<file path="src/hdl/adc_readout_regs.svh">
// Purpose: shared constants for the converter readout link
// Assumes: 50 MHz mclk on both ends
// Notes: counts are in mclk cycles, except CONV_LEN and BARRIER_LEN, which are in master clocks
`ifndef ADC_READOUT_REGS_SVH
`define ADC_READOUT_REGS_SVH
// ****************************************
// frame layout
// ****************************************
`define WORD_W 16
`define FRAME_WORDS 3
`define ST_RESYNC 15
`define ST_FAULT 14
`define ST_PEND 13
`define CMD_HI 15
`define CMD_W 4
`define CMD_NULL 4'h0
`define CMD_CLR_RESYNC 4'h3
`define CMD_WREG 4'h6
// ****************************************
// timing
// ****************************************
`define CLK_NS 20
`define MCLKIN_NS 160
`define MCLKIN_HALF ((`MCLKIN_NS / `CLK_NS) / 2)
`define SCLK_HALF 8
`define CS_SETUP 16
`define CS_GAP 8
`define SYNC_LOW 8
`define CONV_LEN 64
`define BARRIER_LEN 32
`define DATA_READY_N_PIN_PULSE 8
`define SYNC_RST 5'h05
`endif

</file>
<file path="src/hdl/adc_readout_pkg.sv">
// Purpose: types shared by both ends of the readout link
// Assumes: nothing
// Notes: host states are gray coded along idle-setup-shift-gap
package adc_readout_pkg;
  typedef enum logic [1:0] {
    H_IDLE = 2'h0,
    H_SETUP = 2'h1,
    H_SHIFT = 2'h3,
    H_GAP = 2'h2
  } host_state_t;
  typedef enum logic [1:0] {
    OP_READ = 2'h0,
    OP_WREG = 2'h1,
    OP_POLL = 2'h2,
    OP_CLR = 2'h3
  } host_op_t;
endpackage

</file>
<file path="src/hdl/adc_link_if.sv">
// Purpose: pins between one converter and its host
// Assumes: one chip select per converter
// Notes: shared data-out line idles high when no converter drives it
`timescale 1ns/100ps
`default_nettype none
interface adc_link_if;
  logic master_clock_input;
  logic sclk;
  logic cs_n;
  logic din;
  logic dout;
  logic dout_oe;
  logic dout_line;
  logic data_ready_n_pin;
  logic sync_reset_n;
  assign dout_line = dout_oe ? dout : 1'h1;
  modport dev (
    input master_clock_input, sclk, cs_n, din, sync_reset_n,
    output dout, dout_oe, data_ready_n_pin
  );
  modport host (
    output master_clock_input, sclk, cs_n, din, sync_reset_n,
    input dout_line, data_ready_n_pin
  );
endinterface
`default_nettype wire

</file>
<file path="src/hdl/adc_readout_dev.sv">
// Purpose: converter-side readout, data-ready and status flags
// Assumes: link pins are asynchronous to mclk and slow against it
// Notes: conversion samples arrive on sample_in; no register map
`timescale 1ns/100ps
`include "adc_readout_regs.svh"
`default_nettype none
module adc_readout_dev
  import adc_readout_pkg::*;
#(
  parameter int unsigned WW = `WORD_W,
  parameter int unsigned FW = `FRAME_WORDS,
  parameter int unsigned CONV_LEN = `CONV_LEN,
  parameter int unsigned BARRIER_LEN = `BARRIER_LEN,
  parameter int unsigned DATA_READY_N_PIN_PULSE = `DATA_READY_N_PIN_PULSE
) (
  input wire logic mclk,
  input wire logic rst,
  adc_link_if.dev lnk,
  input wire logic ready_pulse_format,
  input wire logic [(FW-1)*WW-1:0] sample_in,
  output logic conv_tick,
  output logic resync_flag,
  output logic isolated_side_fault_flag,
  output logic frame_consumed
);
  localparam int FB = WW * FW;
  localparam int DW = (FW - 1) * WW;
  localparam int BW = $clog2(FB + 1);
  localparam int CW = $clog2(CONV_LEN);
  localparam int RW = $clog2(BARRIER_LEN + 1);
  localparam int PW = $clog2(DATA_READY_N_PIN_PULSE + 1);

  // ****************************************
  // pin synchronisers
  // ****************************************
  logic [4:0] s1_r;
  logic [4:0] s2_r;
  logic [4:0] s3_r;
  wire logic [4:0] pins;
  assign pins = {lnk.master_clock_input, lnk.sclk, lnk.cs_n, lnk.din, lnk.sync_reset_n};

  always_ff @(posedge mclk or posedge rst) begin
    if (rst) begin
      s1_r <= `SYNC_RST;
      s2_r <= `SYNC_RST;
      s3_r <= `SYNC_RST;
    end else begin
      s1_r <= pins;
      s2_r <= s1_r;
      s3_r <= s2_r;
    end
  end

  wire logic mc_rise;
  wire logic sck_rise;
  wire logic sck_fall;
  wire logic cs_lo;
  wire logic cs_fall;
  wire logic din_s;
  wire logic sync_fall;
  assign mc_rise = s2_r[4] & ~s3_r[4];
  assign sck_rise = s2_r[3] & ~s3_r[3];
  assign sck_fall = ~s2_r[3] & s3_r[3];
  assign cs_lo = ~s2_r[2];
  assign cs_fall = ~s2_r[2] & s3_r[2];
  assign din_s = s2_r[1];
  assign sync_fall = ~s2_r[0] & s3_r[0];

  // ****************************************
  // conversion timing and sync check
  // ****************************************
  logic [CW-1:0] conv_cnt_r;
  wire logic conv_last;
  wire logic misalign;
  wire logic conv_now;
  // a sync edge away from the boundary realigns the count but never
  // fires a conversion of its own
  assign conv_last = conv_cnt_r == CW'(CONV_LEN - 1);
  assign misalign = sync_fall & (conv_cnt_r != '0);
  assign conv_now = mc_rise & conv_last & ~misalign;

  always_ff @(posedge mclk or posedge rst) begin
    if (rst) begin
      conv_cnt_r <= '0;
    end else if (misalign) begin
      conv_cnt_r <= '0;
    end else if (mc_rise) begin
      conv_cnt_r <= conv_last ? '0 : conv_cnt_r + 1'h1;
    end
  end

  // ****************************************
  // serial frame
  // ****************************************
  logic [BW-1:0] bit_cnt_r;
  logic [WW-1:0] rx_r;
  logic [FB-1:0] sh_r;
  logic [DW-1:0] data_r;
  logic [WW-1:0] status_w;
  logic pending_r;
  logic fresh_r;
  logic dout_oe_r;
  wire logic bit_in;
  wire logic done_now;
  wire logic cmd_now;
  wire logic [WW-1:0] cmd_word;
  wire logic wreg_now;
  wire logic clr_now;

  assign bit_in = sck_rise & cs_lo;
  assign done_now = bit_in & (bit_cnt_r == BW'(FB - 1));
  assign cmd_now = bit_in & (bit_cnt_r == BW'(WW - 1));
  assign cmd_word = {rx_r[WW-2:0], din_s};
  assign wreg_now = cmd_now & (cmd_word[`CMD_HI -: `CMD_W] == `CMD_WREG);
  assign clr_now = cmd_now & (cmd_word[`CMD_HI -: `CMD_W] == `CMD_CLR_RESYNC);

  always_comb begin
    status_w = '0;
    status_w[`ST_RESYNC] = resync_flag;
    status_w[`ST_FAULT] = isolated_side_fault_flag;
    status_w[`ST_PEND] = pending_r;
  end

  always_ff @(posedge mclk or posedge rst) begin
    if (rst) begin
      bit_cnt_r <= '0;
      rx_r <= '0;
    end else if (cs_fall) begin
      bit_cnt_r <= '0;
    end else if (bit_in && bit_cnt_r != BW'(FB)) begin
      bit_cnt_r <= bit_cnt_r + 1'h1;
      rx_r <= cmd_word;
    end
  end

  // whole frame is snapshotted at select so a conversion landing
  // mid-frame cannot tear the words being shifted
  always_ff @(posedge mclk or posedge rst) begin
    if (rst) begin
      sh_r <= '0;
    end else if (cs_fall) begin
      sh_r <= {status_w, data_r};
    end else if (sck_fall && cs_lo) begin
      sh_r <= {sh_r[FB-2:0], 1'h0};
    end
  end

  always_ff @(posedge mclk or posedge rst) begin
    if (rst) begin
      dout_oe_r <= 1'h0;
    end else begin
      dout_oe_r <= cs_lo;
    end
  end

  assign lnk.dout = sh_r[FB-1];
  assign lnk.dout_oe = dout_oe_r;

  // ****************************************
  // output data update
  // ****************************************
  logic skip_r;
  wire logic skip_now;
  wire logic upd;
  // unread data in pulse format skips one refresh, halving the rate
  assign skip_now = ready_pulse_format & pending_r & ~skip_r;
  assign upd = conv_now & ~skip_now;

  always_ff @(posedge mclk or posedge rst) begin
    if (rst) begin
      skip_r <= 1'h0;
      data_r <= '0;
      conv_tick <= 1'h0;
    end else begin
      conv_tick <= conv_now;
      if (conv_now) begin
        skip_r <= skip_now;
      end
      if (upd) begin
        data_r <= sample_in;
      end
    end
  end

  // a frame only retires data it actually carried
  always_ff @(posedge mclk or posedge rst) begin
    if (rst) begin
      fresh_r <= 1'h0;
      pending_r <= 1'h0;
      frame_consumed <= 1'h0;
    end else begin
      if (upd) begin
        fresh_r <= 1'h0;
      end else if (cs_fall) begin
        fresh_r <= 1'h1;
      end
      if (upd) begin
        pending_r <= 1'h1;
      end else if (done_now && fresh_r) begin
        pending_r <= 1'h0;
      end
      frame_consumed <= done_now & fresh_r;
    end
  end

  // ****************************************
  // data-ready pin
  // ****************************************
  logic [PW-1:0] pc_r;
  logic gap_r;
  logic data_ready_n_pin_n_r;
  wire logic data_ready_n_pin_low;
  // level format drops a short high gap on overrun so every update
  // still shows as a falling edge
  assign data_ready_n_pin_low = ready_pulse_format ? (pc_r != '0) : (pending_r & ~gap_r);

  always_ff @(posedge mclk or posedge rst) begin
    if (rst) begin
      pc_r <= '0;
      gap_r <= 1'h0;
      data_ready_n_pin_n_r <= 1'h1;
    end else begin
      if (upd) begin
        pc_r <= PW'(DATA_READY_N_PIN_PULSE);
        gap_r <= pending_r;
      end else if (pc_r != '0) begin
        pc_r <= pc_r - 1'h1;
        if (pc_r == PW'(1)) begin
          gap_r <= 1'h0;
        end
      end
      data_ready_n_pin_n_r <= ~data_ready_n_pin_low;
    end
  end

  assign lnk.data_ready_n_pin = data_ready_n_pin_n_r;

  // ****************************************
  // status flags
  // ****************************************
  logic [RW-1:0] bar_r;
  logic [RW-1:0] bar_nxt;
  // the barrier copy runs on the master clock, so the fault time
  // scales with that clock rather than mclk
  always_comb begin
    bar_nxt = bar_r;
    if (wreg_now) begin
      bar_nxt = RW'(BARRIER_LEN);
    end else if (mc_rise && bar_r != '0) begin
      bar_nxt = bar_r - 1'h1;
    end
  end

  always_ff @(posedge mclk or posedge rst) begin
    if (rst) begin
      bar_r <= '0;
      isolated_side_fault_flag <= 1'h0;
      resync_flag <= 1'h0;
    end else begin
      bar_r <= bar_nxt;
      isolated_side_fault_flag <= bar_nxt != '0;
      resync_flag <= misalign | (resync_flag & ~clr_now);
    end
  end

endmodule
`default_nettype wire

</file>
<file path="src/flat_wrapper.sv">
// flat-port wrapper written by rule: the top's interface ports become plain ports
module adc_readout_dev_flat import adc_readout_pkg::*;
#(
  parameter int unsigned WW = `WORD_W,
  parameter int unsigned FW = `FRAME_WORDS,
  parameter int unsigned CONV_LEN = `CONV_LEN,
  parameter int unsigned BARRIER_LEN = `BARRIER_LEN,
  parameter int unsigned DATA_READY_N_PIN_PULSE = `DATA_READY_N_PIN_PULSE
)
  (mclk, rst, ready_pulse_format, sample_in, conv_tick, resync_flag, isolated_side_fault_flag, frame_consumed, lnk_master_clock_input, lnk_sclk, lnk_cs_n, lnk_din, lnk_sync_reset_n, lnk_dout, lnk_dout_oe, lnk_data_ready_n_pin);
  adc_link_if lnk_i ();
  input wire logic mclk;
  input wire logic rst;
  input wire logic ready_pulse_format;
  input wire logic [(FW-1)*WW-1:0] sample_in;
  output logic conv_tick;
  output logic resync_flag;
  output logic isolated_side_fault_flag;
  output logic frame_consumed;
  input wire logic [$bits(lnk_i.master_clock_input)-1:0] lnk_master_clock_input;
  input wire logic [$bits(lnk_i.sclk)-1:0] lnk_sclk;
  input wire logic [$bits(lnk_i.cs_n)-1:0] lnk_cs_n;
  input wire logic [$bits(lnk_i.din)-1:0] lnk_din;
  input wire logic [$bits(lnk_i.sync_reset_n)-1:0] lnk_sync_reset_n;
  output wire logic [$bits(lnk_i.dout)-1:0] lnk_dout;
  output wire logic [$bits(lnk_i.dout_oe)-1:0] lnk_dout_oe;
  output wire logic [$bits(lnk_i.data_ready_n_pin)-1:0] lnk_data_ready_n_pin;
  assign lnk_i.master_clock_input = lnk_master_clock_input;
  assign lnk_i.sclk = lnk_sclk;
  assign lnk_i.cs_n = lnk_cs_n;
  assign lnk_i.din = lnk_din;
  assign lnk_i.sync_reset_n = lnk_sync_reset_n;
  assign lnk_dout = lnk_i.dout;
  assign lnk_dout_oe = lnk_i.dout_oe;
  assign lnk_data_ready_n_pin = lnk_i.data_ready_n_pin;
  adc_readout_dev #(.WW(WW), .FW(FW), .CONV_LEN(CONV_LEN), .BARRIER_LEN(BARRIER_LEN), .DATA_READY_N_PIN_PULSE(DATA_READY_N_PIN_PULSE)) u_core (.mclk(mclk), .rst(rst), .lnk(lnk_i), .ready_pulse_format(ready_pulse_format), .sample_in(sample_in), .conv_tick(conv_tick), .resync_flag(resync_flag), .isolated_side_fault_flag(isolated_side_fault_flag), .frame_consumed(frame_consumed));
endmodule
</file>
<file path="config.mk">
export PLATFORM = sky130hd
export DESIGN_NAME = adc_readout_dev_flat
export DESIGN_NICKNAME = d
export VERILOG_FILES = /design/src/hdl/adc_readout_pkg.sv /design/src/hdl/adc_link_if.sv /design/src/hdl/adc_readout_dev.sv /design/src/flat_wrapper.sv
export VERILOG_INCLUDE_DIRS = /design/src /design/src/hdl
export SDC_FILE = /design/constraint.sdc
export NUM_CORES = 1
export LEC_CHECK = 0
export ABC_AREA = 1
export BUFFER_PORTS_ARGS = -buffer_cell sky130_fd_sc_hd__buf_2
export CAP_MARGIN = 20
export CORE_MARGIN = 4
export CORE_UTILIZATION = 54
export CTS_BUF_LIST = sky130_fd_sc_hd__clkbuf_8 sky130_fd_sc_hd__clkbuf_16
export CTS_CLUSTER_SIZE = 20
export DETAILED_ROUTE_END_ITERATION = 8
export PLACE_DENSITY = 0.76
export REMOVE_ABC_BUFFERS = 1
export SKIP_CTS_REPAIR_TIMING = 1
export SYNTH_ARGS = -nofsm -noshare
export SYNTH_HDL_FRONTEND = slang
export SYNTH_SLANG_ARGS = --single-unit
</file>
<file path="constraint.sdc">
create_clock -name mclk -period 4.31 [get_ports mclk]
set_clock_uncertainty 0.05 [all_clocks]
set_input_delay 0.862 -clock mclk [delete_from_list [all_inputs] [get_ports mclk]]
set_output_delay 0.862 -clock mclk [all_outputs]
set_load 0.01 [all_outputs]
</file>
# [After elaboration in Yosys (flattened, before gate mapping)]
# Index checks and enable logic that the tools add are counted.
[totals] word_cells=99 out_inout_bits=7 regBits=142
[classes] reduce_logical=17 mux=19 n_addsub=4 n_eq_ne=7 bitwise=32
[ops] op="two-way mux 48 bit" n=2
[ops] op="two-way mux 6 bit" n=7
[ops] op="bitwise AND 1 bit" n=19
[ops] op="nonzero test 6 bit" n=3
[ops] op="nonzero test 2 bit" n=7
[ops] op="adder 6 x 1 -> 6 bit, second input constant" n=2
[ops] op="== test 6 bit, second input constant" n=2
[ops] op="NOT 1 bit" n=12
[ops] op="two-way mux 1 bit" n=8
[ops] op="two-way mux 4 bit" n=2
[ops] op="== test 6 x 4 -> 1 bit, second input constant" n=1
[ops] op="inequality test 6 bit, second input constant" n=1
[ops] op="subtractor 6 x 1 -> 6 bit, second input constant" n=1
[ops] op="== test 4 x 1 -> 1 bit, second input constant" n=1
[ops] op="== test 4 x 2 -> 1 bit, second input constant" n=1
[ops] op="== test 4 x 3 -> 1 bit, second input constant" n=1
[ops] op="logical AND 1 bit" n=4
[ops] op="AND reduction 2 bit" n=2
[ops] op="nonzero test 4 bit" n=1
[ops] op="subtractor 4 x 1 -> 4 bit, second input constant" n=1
[ops] op="OR 1 bit" n=1

# [Logic depth before layout (Yosys ltp)]
# Gate-level depths: netlist of the first run.
[depth] ltp_word=8 depth_mapped=11 ltp_nobuf=10

# [Worst setup path before layout of the first run]
# Ideal clock, no wire load.
[synth_timing] path_kind="input to register" start="input ready_pulse_format" end="register u_core.data_r[0]" slack_ps=2716 setup_time_ps=66 arrival_ps=1479 stages=4 path_cell_list="nand2_1 -> clkbuf_1 -> nand3_1 -> nand2_1"
[synth_between] elab_chain_len=4
[synth_lines] element="from (decl)" line="flat_wrapper.sv:14" source="input wire logic ready_pulse_format;"
[synth_lines] element="bitwise AND 1 bit (2 in a row)" line="adc_readout_dev.sv:166" source="assign skip_now = ready_pulse_format & pending_r & ~skip_r;"
[synth_lines] element="NOT 1 bit" line="adc_readout_dev.sv:167" source="assign upd = conv_now & ~skip_now;"
[synth_lines] element="bitwise AND 1 bit" line="adc_readout_dev.sv:167"
[synth_lines] element="to (signal assigned)" line="adc_readout_dev.sv:180" source="data_r <= sample_in;"
[synth_lines] element="to (decl)" line="adc_readout_dev.sv:98" source="logic [DW-1:0] data_r;"
# Every way passes these cells.
# A chain may end at the register's enable or synchronous reset.

# [Final worst setup path of the first run]
[layout_timing] start="register u_core.s2_r[2]" end="register u_core.rx_r[13]"
[layout_between] elab_chain_len=4
[layout_lines] element="from (decl)" line="adc_readout_dev.sv:37" source="logic [4:0] s2_r;"
[layout_lines] element="from (signal assigned)" line="adc_readout_dev.sv:45" source="s2_r <= `SYNC_RST;"
[layout_lines] element="from (signal assigned)" line="adc_readout_dev.sv:49" source="s2_r <= s1_r;"
[layout_lines] element="NOT 1 bit *" line="adc_readout_dev.sv:64, adc_readout_dev.sv:65"
[layout_lines] element="bitwise AND 1 bit, on equally long branches" line="adc_readout_dev.sv:110, adc_readout_dev.sv:65"
[layout_lines] element="logical AND 1 bit or NOT 1 bit (tied branches)"
[layout_lines] element="AND reduction 2 bit (no source line) *"
[layout_lines] element="to (signal assigned)" line="adc_readout_dev.sv:132" source="rx_r <= cmd_word;"
[layout_lines] element="to (decl)" line="adc_readout_dev.sv:96" source="logic [WW-1:0] rx_r;"
# Mark *: on every way between the ends. The rest lies on a longest branch, timed or not.

==> impl_metrics.env, run 1 <==
export IMPL_core_area_um2=10800
export IMPL_cts_tree="yes"
export IMPL_slowest_delay_ps=600
export IMPL_dp_cells=823
export IMPL_detail_route_vias_per_cell=5.25
export IMPL_required_ps=4690
export IMPL_postRouteAntennaNets=0
export IMPL_ys_flop_type="dfrtp_1"
export IMPL_grt_overflow_total=0
export IMPL_r2r_start="u_core.s2_r[2]$_DFF_PP1_"
export IMPL_path_delay_family="buffers and inverters"
export IMPL_synth_compound_area_share_pct=6.20
export IMPL_async_reset_ff_share_pct=100
export IMPL_route_vias_total=4496
export IMPL_r2r_cells=6
export IMPL_status="finished clean"
export IMPL_avgSynthCellArea_um2=9.06
export IMPL_ys_seq_area_share_pct=59.2
export IMPL_path_buf_inv=2
export IMPL_finalSetupTns_ps=0
export IMPL_die_x_um=113
export IMPL_yosys_cell_types_count=37
export IMPL_grt_pass1_wl_mm=19.8
export IMPL_final_min_clock_period_ps=2430
export IMPL_diodes=0
export IMPL_area_growth_pct=14.1
export IMPL_synth_edf_count=0
export IMPL_track_usage_pct=19.0
export IMPL_netlist_instances=660
export IMPL_nets=752
export IMPL_ir_drop_v=0.000197
export IMPL_rrSetupSlack_ps=1880
export IMPL_numCtsBuffers=17
export IMPL_critical_path_class="reg -> reg"
export IMPL_start_kind="flop"
export IMPL_gp_congestion=0.831
export IMPL_grt_pass1_vias=4435
export IMPL_antenna_found_initial=0
export IMPL_fin_crit_sh_pct=56.3
export IMPL_drcViolationCount=0
export IMPL_utilization_pct=62.9
export IMPL_final_area_um2=6820
export IMPL_synth_simple_area_share_pct=26.2
export IMPL_r2r_end="u_core.rx_r[13]$_DFFE_PP0P_"
export IMPL_dr_pass1_iters=5
export IMPL_synth_xor_area_share_pct=0.586
export IMPL_htreeDepth=4
export IMPL_critPathCaptureType="flop"
export IMPL_ios=47
export IMPL_total_power_mw=2.99
export IMPL_die_area_um2=12800
export IMPL_tightestPinTransition_ps=838
export IMPL_synth_seq_cells=141
export IMPL_cts_num_sinks=141
export IMPL_fmax_mhz=412
export IMPL_rsz0062_at_grt="no"
export IMPL_clk_latency_ps=520
export IMPL_hold_class="in -> async"
export IMPL_drt_iter0_drc=261
export IMPL_fp_dieH_um=113
export IMPL_num_rows=38
export IMPL_final_cells=856
export IMPL_cts_root_buffer="clkbuf_8"
export IMPL_avgRoutedWirePerCell_um=13.1
export IMPL_synth_cell_area_um2=5980
export IMPL_muxShareOfSynthArea_pct=0
export IMPL_drt_wl_total_mm=11.2
export IMPL_cts_max_path_buffers=2
export IMPL_hold_violations=0
export IMPL_slew_headroom_pct=44.1
export IMPL_total_leakage_power_nw=3.57
export IMPL_place_area_um2=6270
export IMPL_power_density_nw_per_um2=439
export IMPL_drv_slew=0
export IMPL_port_buffers=46
export IMPL_synthAdderAreaFrac_pct=1.88
export IMPL_ys_warn_count=0
export IMPL_crit_path_cell_trace="nor2_2 > inv_2 > nand3_2 > inv_1 > nand2_1 > o21ai_0"
export IMPL_grt_max_degree=119
export IMPL_dpl_hpwl_mm=7.10
export IMPL_start_util_pct=55.1
export IMPL_drive_gt1_share_pct=14.8
export IMPL_arrival_ps=2810
export IMPL_cp_slowest_cell="inv_2"
export IMPL_crit_fanout=52
export IMPL_clkTransAtPathRegs_ps=60
export IMPL_synth_top_family_by_area="simple AND/OR/NAND/NOR gates"
export IMPL_setup_viol=0
export IMPL_max_cap_viol_count=0
## per-stage QoR
step | worst slack (ps) | hold slack, ps
floorplan | -372 | 281
global placement | 1960 | 284
detailed placement | 1900 | 286
CTS | 1860 | 296
global route | 1590 | 243
finish | 1880 | 238
## kinds of logic (layout without fill, tap and decap cells)
| logic type | after synthesis | in the layout |
|---|---|---|
| flip-flops | 141 | 141 |
| adder cells (fa/ha/maj) | 9 | 9 |
| AND/OR/NAND/NOR | 373 | 373 |
| XOR/XNOR | 4 | 4 |
| buffers and inverters | 78 | 134 |
| AO/OA/AOI/OAI | 55 | 55 |
## layer usage
metal	GRT usage, %	vias up	wire (um)
met3	3.69	12	411
met2	30.3	92	5520
li1	-	2221	-
met4	8.33	0	153
met5	0	-	0
met1	25.5	2171	5150
## layout make-up
| type | count | area (um2) |
|---|---|---|
| Fill cell | 912 | 4020 |
| Inverter | 48 | 188 |
| Clock buffer | 18 | 428 |
| Sequential cell | 141 | 3540 |
| Multi-Input combinational cell | 441 | 2090 |
| Clock inverter | 14 | 96.3 |
| Tap cell | 140 | 175 |
| Timing Repair Buffer | 54 | 310 |
## power breakdown
group	switching [mW]	total (mW)	internal, mW	leakage (nW)
logic	0.158	0.253	0.0949	1.48
registers	0.0487	1.46	1.42	1.84
clock network	0.555	1.27	0.719	0.251
total	0.762	2.99	2.23	3.57
## registers in the layout, indices dropped and copies added, names as in the netlist, 4 cells and up
signal,count
u_core.data_r,32
u_core.s3_r,4
u_core.s2_r,5
u_core.bar_r,6
u_core.conv_cnt_r,6
u_core.bit_cnt_r,6
u_core.pc_r,4
u_core.sh_r,48
u_core.s1_r,5
u_core.rx_r,15
## worst max-delay path by stage
stage | cells after the start | startpoint | to
floorplan | 1 | rst | u_core.bar_r[0]$_DFF_PP0_
global placement | 5 | u_core.s2_r[2]$_DFF_PP1_ | u_core.rx_r[11]$_DFFE_PP0P_
detailed placement | 5 | u_core.s2_r[2]$_DFF_PP1_ | u_core.rx_r[13]$_DFFE_PP0P_
CTS | 5 | u_core.s2_r[2]$_DFF_PP1_ | u_core.rx_r[13]$_DFFE_PP0P_
global route | 6 | u_core.s2_r[2]$_DFF_PP1_ | u_core.bit_cnt_r[0]$_DFFE_PP0P_
finish | 6 | u_core.s2_r[2]$_DFF_PP1_ | u_core.rx_r[13]$_DFFE_PP0P_
## worst register-to-register path, cell delays in order (launching register included)
cell and delay, ps:
dfstp_2 550, nor2_2 50, inv_2 600, nand3_2 410, inv_1 470, nand2_1 110
o21ai_0 100
## synth_stat cells (2+ instances only)
| cell type | number | share of area [%] |
|---|---|---|
| clkbuf_1 | 13 | 0.82 |
| o21ai_0 | 19 | 1.6 |
| nand2_1 | 182 | 11 |
| a21oi_1 | 8 | 0.67 |
| inv_2 | 2 | 0.13 |
| nand3_1 | 65 | 5.4 |
| nand4_1 | 5 | 0.52 |
| inv_1 | 44 | 2.8 |
| dfrtp_1 | 134 | 56 |
| nor2_1 | 86 | 5.4 |
| a221oi_1 | 18 | 2.6 |
| nor3_1 | 26 | 2.2 |
| buf_2 | 7 | 0.59 |
| dfstp_2 | 7 | 3.1 |
| a21oi_2 | 2 | 0.29 |
| ha_1 | 9 | 1.9 |
| nand3_2 | 3 | 0.50 |
| xor2_1 | 3 | 0.44 |
| buf_6 | 4 | 0.75 |
| buf_4 | 6 | 0.75 |
## cells in the final DEF, fill, tap and decap left out, drive strengths merged
master and instances:
nand3b 1, clkbuf 18, nand4 5, o21ai 21, xor2 3, clkinv 7
clkinvlp 5, inv 50, nand3 68, and3 1, nand2 184, o221ai 1
a211oi 1, a32o 1, o22ai 1, a21oi 10, ha 9, dfrtp 134
nor2 87, and2 1, xnor2 1, dfstp 7, o21a 1, buf 54
nor3 26, a31oi 1, a221oi 18
(Power assumes the default switching activity.)
==> inputs of run 2 (changes only) <==
ABC_AREA = 0   (was 1)
clock period = 2.05 ns   (was 4.31 ns; I/O delays follow)
==> run 2 against run 1 <==
Net effect: first-iteration DRC count down 38%; synthesized cell count down 24%; combinational power rose to 2.8 times the previous value; register-to-register slack lost 1800 ps; utilization grew 3.4 points; critical endpoint is now u_core.data_r[6]$_DFFE_PP0P_; largest cell class unchanged.
==> impl_metrics.env, run 2 <==
export IMPL_status="finished clean"
export IMPL_netlist_instances=503
export IMPL_port_buffers=46
export IMPL_synth_top_area_share_pct=56.7
export IMPL_r2r_start="u_core.conv_cnt_r[0]$_DFFE_PP0P_"
export IMPL_gp_congestion=0.813
export IMPL_cts_num_sinks=141
export IMPL_dr_pass1_iters=6
export IMPL_die_area_um2=12700
export IMPL_power_frac_seq_pct=48.1
export IMPL_arrival_ps=2330
export IMPL_area_growth_pct=17.8
export IMPL_fmax_mhz=504
export IMPL_hold_violations=0
export IMPL_avgRoutedWirePerCell_um=14.6
export IMPL_drive_gt1_share_pct=24.1
export IMPL_cts_tree="yes"
export IMPL_regMostFlops="u_core.sh_r"
export IMPL_final_min_clock_period_ps=1990
export IMPL_start_kind="flop"
export IMPL_synth_cell_area_um2=5920
export IMPL_track_usage_pct=18.0
export IMPL_ys_top_cells_by_count="dfrtp_1, nand2_1, o21ai_0"
export IMPL_total_power_mw=6.71
export IMPL_mostFrequentLayoutCell="dfrtp_1"
export IMPL_start_util_pct=56.3
export IMPL_antenna_found_initial=0
export IMPL_synth_seq_cells=141
export IMPL_most_common_layout_cells="dfrtp_1, nand2_1, buf_2"
export IMPL_postRouteAntennaNets=0
export IMPL_htreeDepth=4
export IMPL_hold_class="in -> reg"
export IMPL_numCtsBuffers=17
export IMPL_ys_flop_type="dfrtp_1"
export IMPL_cp_startpoint="u_core.conv_cnt_r[0]$_DFFE_PP0P_"
export IMPL_required_ps=2390
export IMPL_layout_setup_ws_ps=64.7
export IMPL_drv_slew=0
export IMPL_total_leakage_power_nw=3.19
export IMPL_setup_viol=0
export IMPL_top_regs="u_core.sh_r: 48 flops, u_core.data_r: 32 flops, u_core.rx_r: 15 flops"
export IMPL_async_reset_ff_share_pct=100
export IMPL_tightestPinTransition_ps=580
export IMPL_ys_seq_area_share_pct=59.8
export IMPL_synth_edf_count=0
export IMPL_clk_latency_ps=510
export IMPL_critical_path_class="reg -> reg"
export IMPL_ios=47
export IMPL_detail_route_vias_per_cell=5.41
export IMPL_fin_crit_sh_pct=96.8
export IMPL_cts_root_buffer="clkbuf_8"
export IMPL_grt_overflow_total=0
export IMPL_num_rows=37
export IMPL_clock_power_share_pct=41.4
export IMPL_place_ws_ps=80.2
export IMPL_fp_dieH_um=113
export IMPL_drcViolationCount=0
export IMPL_yosys_cell_types_count=48
export IMPL_power_density_nw_per_um2=963
export IMPL_largest_reg_flops=48
export IMPL_diodes=0
export IMPL_synth_most_common_cell="dfrtp_1"
export IMPL_drt_iter0_drc=162
export IMPL_holdCritStartpoint="ready_pulse_format"
export IMPL_utilization_pct=66.3
export IMPL_route_vias_total=3833
export IMPL_crit_fanout=39
export IMPL_max_cap_viol_count=0
export IMPL_ys_warn_count=0
export IMPL_drt_wl_total_mm=10.4
export IMPL_avgSynthCellArea_um2=11.8
export IMPL_power_switching_mw=1.61
export IMPL_core_area_um2=10500
export IMPL_grt_max_degree=91
export IMPL_sw_frac_of_total_pct=24.0
export IMPL_cts_max_path_buffers=2
export IMPL_p_comb_share_pct=10.5
export IMPL_slew_headroom_pct=61.3
export IMPL_dpl_hpwl_mm=6.66
export IMPL_critPathCaptureType="flop"
export IMPL_nets=609
export IMPL_grt_pass1_wl_mm=18.5
export IMPL_synth_area_leaders="dfrtp_1, mux2_2, mux2i_1"
export IMPL_ir_drop_v=0.000532
export IMPL_die_x_um=113
export IMPL_grt_pass1_vias=3949
export IMPL_clkTransAtPathRegs_ps=60
export IMPL_yosysTopAreaCell="dfrtp_1"
export IMPL_rsz0062_at_grt="no"
export IMPL_p_int_mw=5.11
==> run 2: cell count changes after synthesis, moves of 15 or more <==
cell      before  now
mux2_2         0   38
o21ai_0       19   42
nor3_1        26    6
mux2i_1        0   40
inv_1         44   18
a21oi_1        8   23
nand2_1      182   75
nor2_1        86   22
a221oi_1      18    0
nand3_1       65    3
==> run 2: cell families (layout without fill, tap and decap cells) <==
family	count (synthesis)	in the layout	synth area share, %
DFF	141	141	59.8
buffers and inverters	43	113	3.28
AOI/OAI and AO/OA	80	80	7.89
xor gates and xnor gates	6	6	0.888
adders and majority gates	9	9	1.90
muxes	88	88	15.9
and+or+nand+nor	136	136	10.4
==> run 2: area by class of cell <==
| class | count | area [um2] |
|---|---|---|
| flip-flops and latches | 141 | 3540 |
| fillers | 770 | 3540 |
| multi-input cells | 319 | 2200 |
| clock buffers | 21 | 469 |
| repair buffers | 63 | 448 |
| well taps | 136 | 170 |
| clock inverters | 11 | 78.8 |
| inverters | 18 | 72.6 |
==> run 2: worst max-delay path: stages (launching register included) <==
cell and delay, ps:
dfrtp_1 400, ha_1 210, and4_1 220, nand4_1 150
or2_2 330, buf_12 190, mux2_2 310
==> run 2: path summary, 6_finish.rpt <==
path / endpoint / slack (ps) / cells after the start
min in group asynchronous: u_core.sh_r[46]$_DFFE_PP0P_ / 330 / 3
min reg2reg: u_core.s2_r[4]$_DFF_PP0_ / 300 / 0
min: u_core.lnk.data_ready_n_pin$_DFF_PP1_ / 40 / 2
max in group asynchronous: u_core.data_r[28]$_DFFE_PP0P_ / 990 / 4
max reg2reg: u_core.data_r[6]$_DFFE_PP0P_ / 60 / 6
max: u_core.data_r[6]$_DFFE_PP0P_ / 60 / 6
==> run 2: power groups by stage <==
stage | clock network, mW | registers (mW) | logic (mW)
after floorplan | 0 | 3.23 | 0.510
after global placement | 0 | 3.25 | 0.656
after detailed placement | 0 | 3.27 | 0.699
after CTS | 2.85 | 3.23 | 0.708
after global routing | 2.99 | 3.27 | 0.810
final | 2.78 | 3.23 | 0.702
==> run 2: metrics by stage <==
step	cells	TNS, ps	hold WS [ps]	instance area, um2
after detailed placement	671	0	286	6360
after CTS	703	0	-245	6910
after global placement	671	0	282	6360
after global routing	709	0	16.3	6970
final	709	0	37.9	6970
after floorplan	478	-431710	281	5790
==> run 2: per-layer routing <==
metal	part of all wire, %	vias up	track usage (%)	wire [um]
li1	-	1837	-	-
met1	45	1926	22.8	4680
met2	50	61	29.5	5220
met3	3.2	9	4.58	332
met4	1.3	0	7.53	130
met5	0	-	0	0
==> inputs of run 3 (changes only) <==
CORE_UTILIZATION = 45   (was 54)
HOLD_SLACK_MARGIN = 0.08   (was default)
PLACE_DENSITY = 0.65   (was 0.76)
==> run 3 against run 2 <==
Net effect: worst setup slack improved by 40 ps; global-route usage is 3.2 points lower; clock power increased by 8.6%; critical path type unchanged; critical endpoint is now u_core.data_r[20]$_DFFE_PP0P_.
==> impl_metrics.env, run 3 (synthesis gave the netlist of run 2 again) <==
export IMPL_status="finished clean"
export IMPL_nets=614
export IMPL_fin_crit_sh_pct=94.9
export IMPL_core_area_um2=12700
export IMPL_slowest_delay_ps=390
export IMPL_start_kind="flop"
export IMPL_cp_slowest_cell="dfrtp_1"
export IMPL_cts_root_buffer="clkbuf_16"
export IMPL_slew_headroom_pct=63.7
export IMPL_area_growth_pct=20.0
export IMPL_whs_path_depth=2
export IMPL_route_vias_total=3772
export IMPL_grt_max_degree=91
export IMPL_max_cap_viol_count=0
export IMPL_fp_dieH_um=123
export IMPL_top_regs="u_core.sh_r: 48 flops, u_core.data_r: 32 flops, u_core.rx_r: 15 flops"
export IMPL_final_cells=750
export IMPL_cts_tree="yes"
export IMPL_track_usage_pct=14.8
export IMPL_utilization_pct=55.8
export IMPL_htreeDepth=4
export IMPL_die_area_um2=15000
export IMPL_start_util_pct=46.5
export IMPL_crit_path_cell_trace="ha_1 > and4_1 > nand4_1 > or2_2 > buf_12 > mux2_2"
export IMPL_critical_path_class="reg -> reg"
export IMPL_drv_slew=0
export IMPL_rsz0062_at_grt="no"
export IMPL_final_min_clock_period_ps=1950
export IMPL_crit_fanout=39
export IMPL_largest_reg_flops=48
export IMPL_grt_pass1_vias=3761
export IMPL_required_ps=2300
export IMPL_drive_gt1_share_pct=24.9
export IMPL_port_buffers=46
export IMPL_regMostFlops="u_core.sh_r"
export IMPL_drt_wl_total_mm=10.0
export IMPL_diodes=0
export IMPL_hold_class="in -> reg"
export IMPL_num_rows=41
export IMPL_antenna_found_initial=0
export IMPL_cts_num_sinks=141
export IMPL_arrival_ps=2190
export IMPL_power_density_nw_per_um2=979
export IMPL_mostFrequentLayoutCell="dfrtp_1"
export IMPL_hold_violations=0
export IMPL_grt_overflow_total=0
export IMPL_cts_max_path_buffers=2
export IMPL_fmax_mhz=514
export IMPL_postRouteAntennaNets=0
export IMPL_dr_pass1_iters=4
export IMPL_die_x_um=123
export IMPL_clk_latency_ps=410
export IMPL_drt_iter0_drc=188
export IMPL_gp_congestion=0.757
export IMPL_r2r_cells=6
export IMPL_critPathCaptureType="flop"
export IMPL_setup_viol=0
export IMPL_grt_pass1_wl_mm=17.4
export IMPL_tightestPinTransition_ps=544
export IMPL_n_fill_cell=1121
export IMPL_total_power_mw=6.96
export IMPL_dpl_hpwl_mm=6.52
export IMPL_ir_drop_v=0.000602
export IMPL_holdWs_ps=114
export IMPL_numCtsBuffers=17
export IMPL_most_common_layout_cells="dfrtp_1, nand2_1, buf_2"
export IMPL_dp_cells=712
export IMPL_ios=47
export IMPL_clkTransAtPathRegs_ps=50
export IMPL_detail_route_vias_per_cell=5.03
export IMPL_total_leakage_power_nw=3.22
export IMPL_drcViolationCount=0
export IMPL_avgRoutedWirePerCell_um=13.4
run 3: area by class of cell:
| class | instances | area [um2] | area share [%] |
|---|---|---|---|
| Multi-Input combinational cell | 319 | 2190 | 30.9 |
| Sequential cell | 141 | 3540 | 49.8 |
| Clock inverter | 11 | 118 | 1.66 |
| Tap cell | 172 | 215 | 3.03 |
| Timing Repair Buffer | 68 | 485 | 6.83 |
| Inverter | 18 | 72.6 | 1.02 |
| Clock buffer | 21 | 480 | 6.76 |
run 3: worst paths after layout:
check	slack, ps	end	startpoint
setup reg to reg	100	u_core.data_r[20]$_DFFE_PP0P_	u_core.conv_cnt_r[0]$_DFFE_PP0P_
setup / recovery	100	u_core.data_r[20]$_DFFE_PP0P_	u_core.conv_cnt_r[0]$_DFFE_PP0P_
hold reg to reg	300	u_core.s2_r[3]$_DFF_PP0_	u_core.s1_r[3]$_DFF_PP0_
max in group asynchronous	840	u_core.s2_r[0]$_DFF_PP1_	rst
min in group asynchronous	530	u_core.gap_r$_DFFE_PP0P_	rst
hold / removal	110	u_core.lnk.data_ready_n_pin$_DFF_PP1_	ready_pulse_format
run 3: per-layer routing:
layer | wire [um] | global-route usage (%) | share of wire [%] | vias to the layer above
met5 | 0 | 0 | 0 | -
met4 | 222 | 7.35 | 2.2 | 0
met3 | 376 | 4.10 | 3.7 | 16
met2 | 4750 | 22.5 | 47 | 60
met1 | 4690 | 19.5 | 47 | 1841
li1 | - | - | - | 1855
run 3: power by group:
group | internal [mW] | switching, mW
clock | 1.91 | 1.11
sequential | 3.06 | 0.168
combinational | 0.339 | 0.368
run 3: per-stage QoR:
step / cell area [um2] / setup WS [ps] / TNS (ps)
after floorplan: 5790 / -2180 / -431710
after global placement: 6440 / 165 / 0
after detailed placement: 6440 / 103 / 0
after CTS: 7040 / 97.0 / 0
after global routing: 7100 / 0.610 / 0
final: 7100 / 105 / 0
run 3: critical path: cells and delay by family (launching register included):
family / cells / cell delay (ps)
multiplexers: 1 / 290
flip-flops: 1 / 390
adder cells (fa/ha/maj): 1 / 200
AND/OR/NAND/NOR: 3 / 690
buffers and inverters: 1 / 190
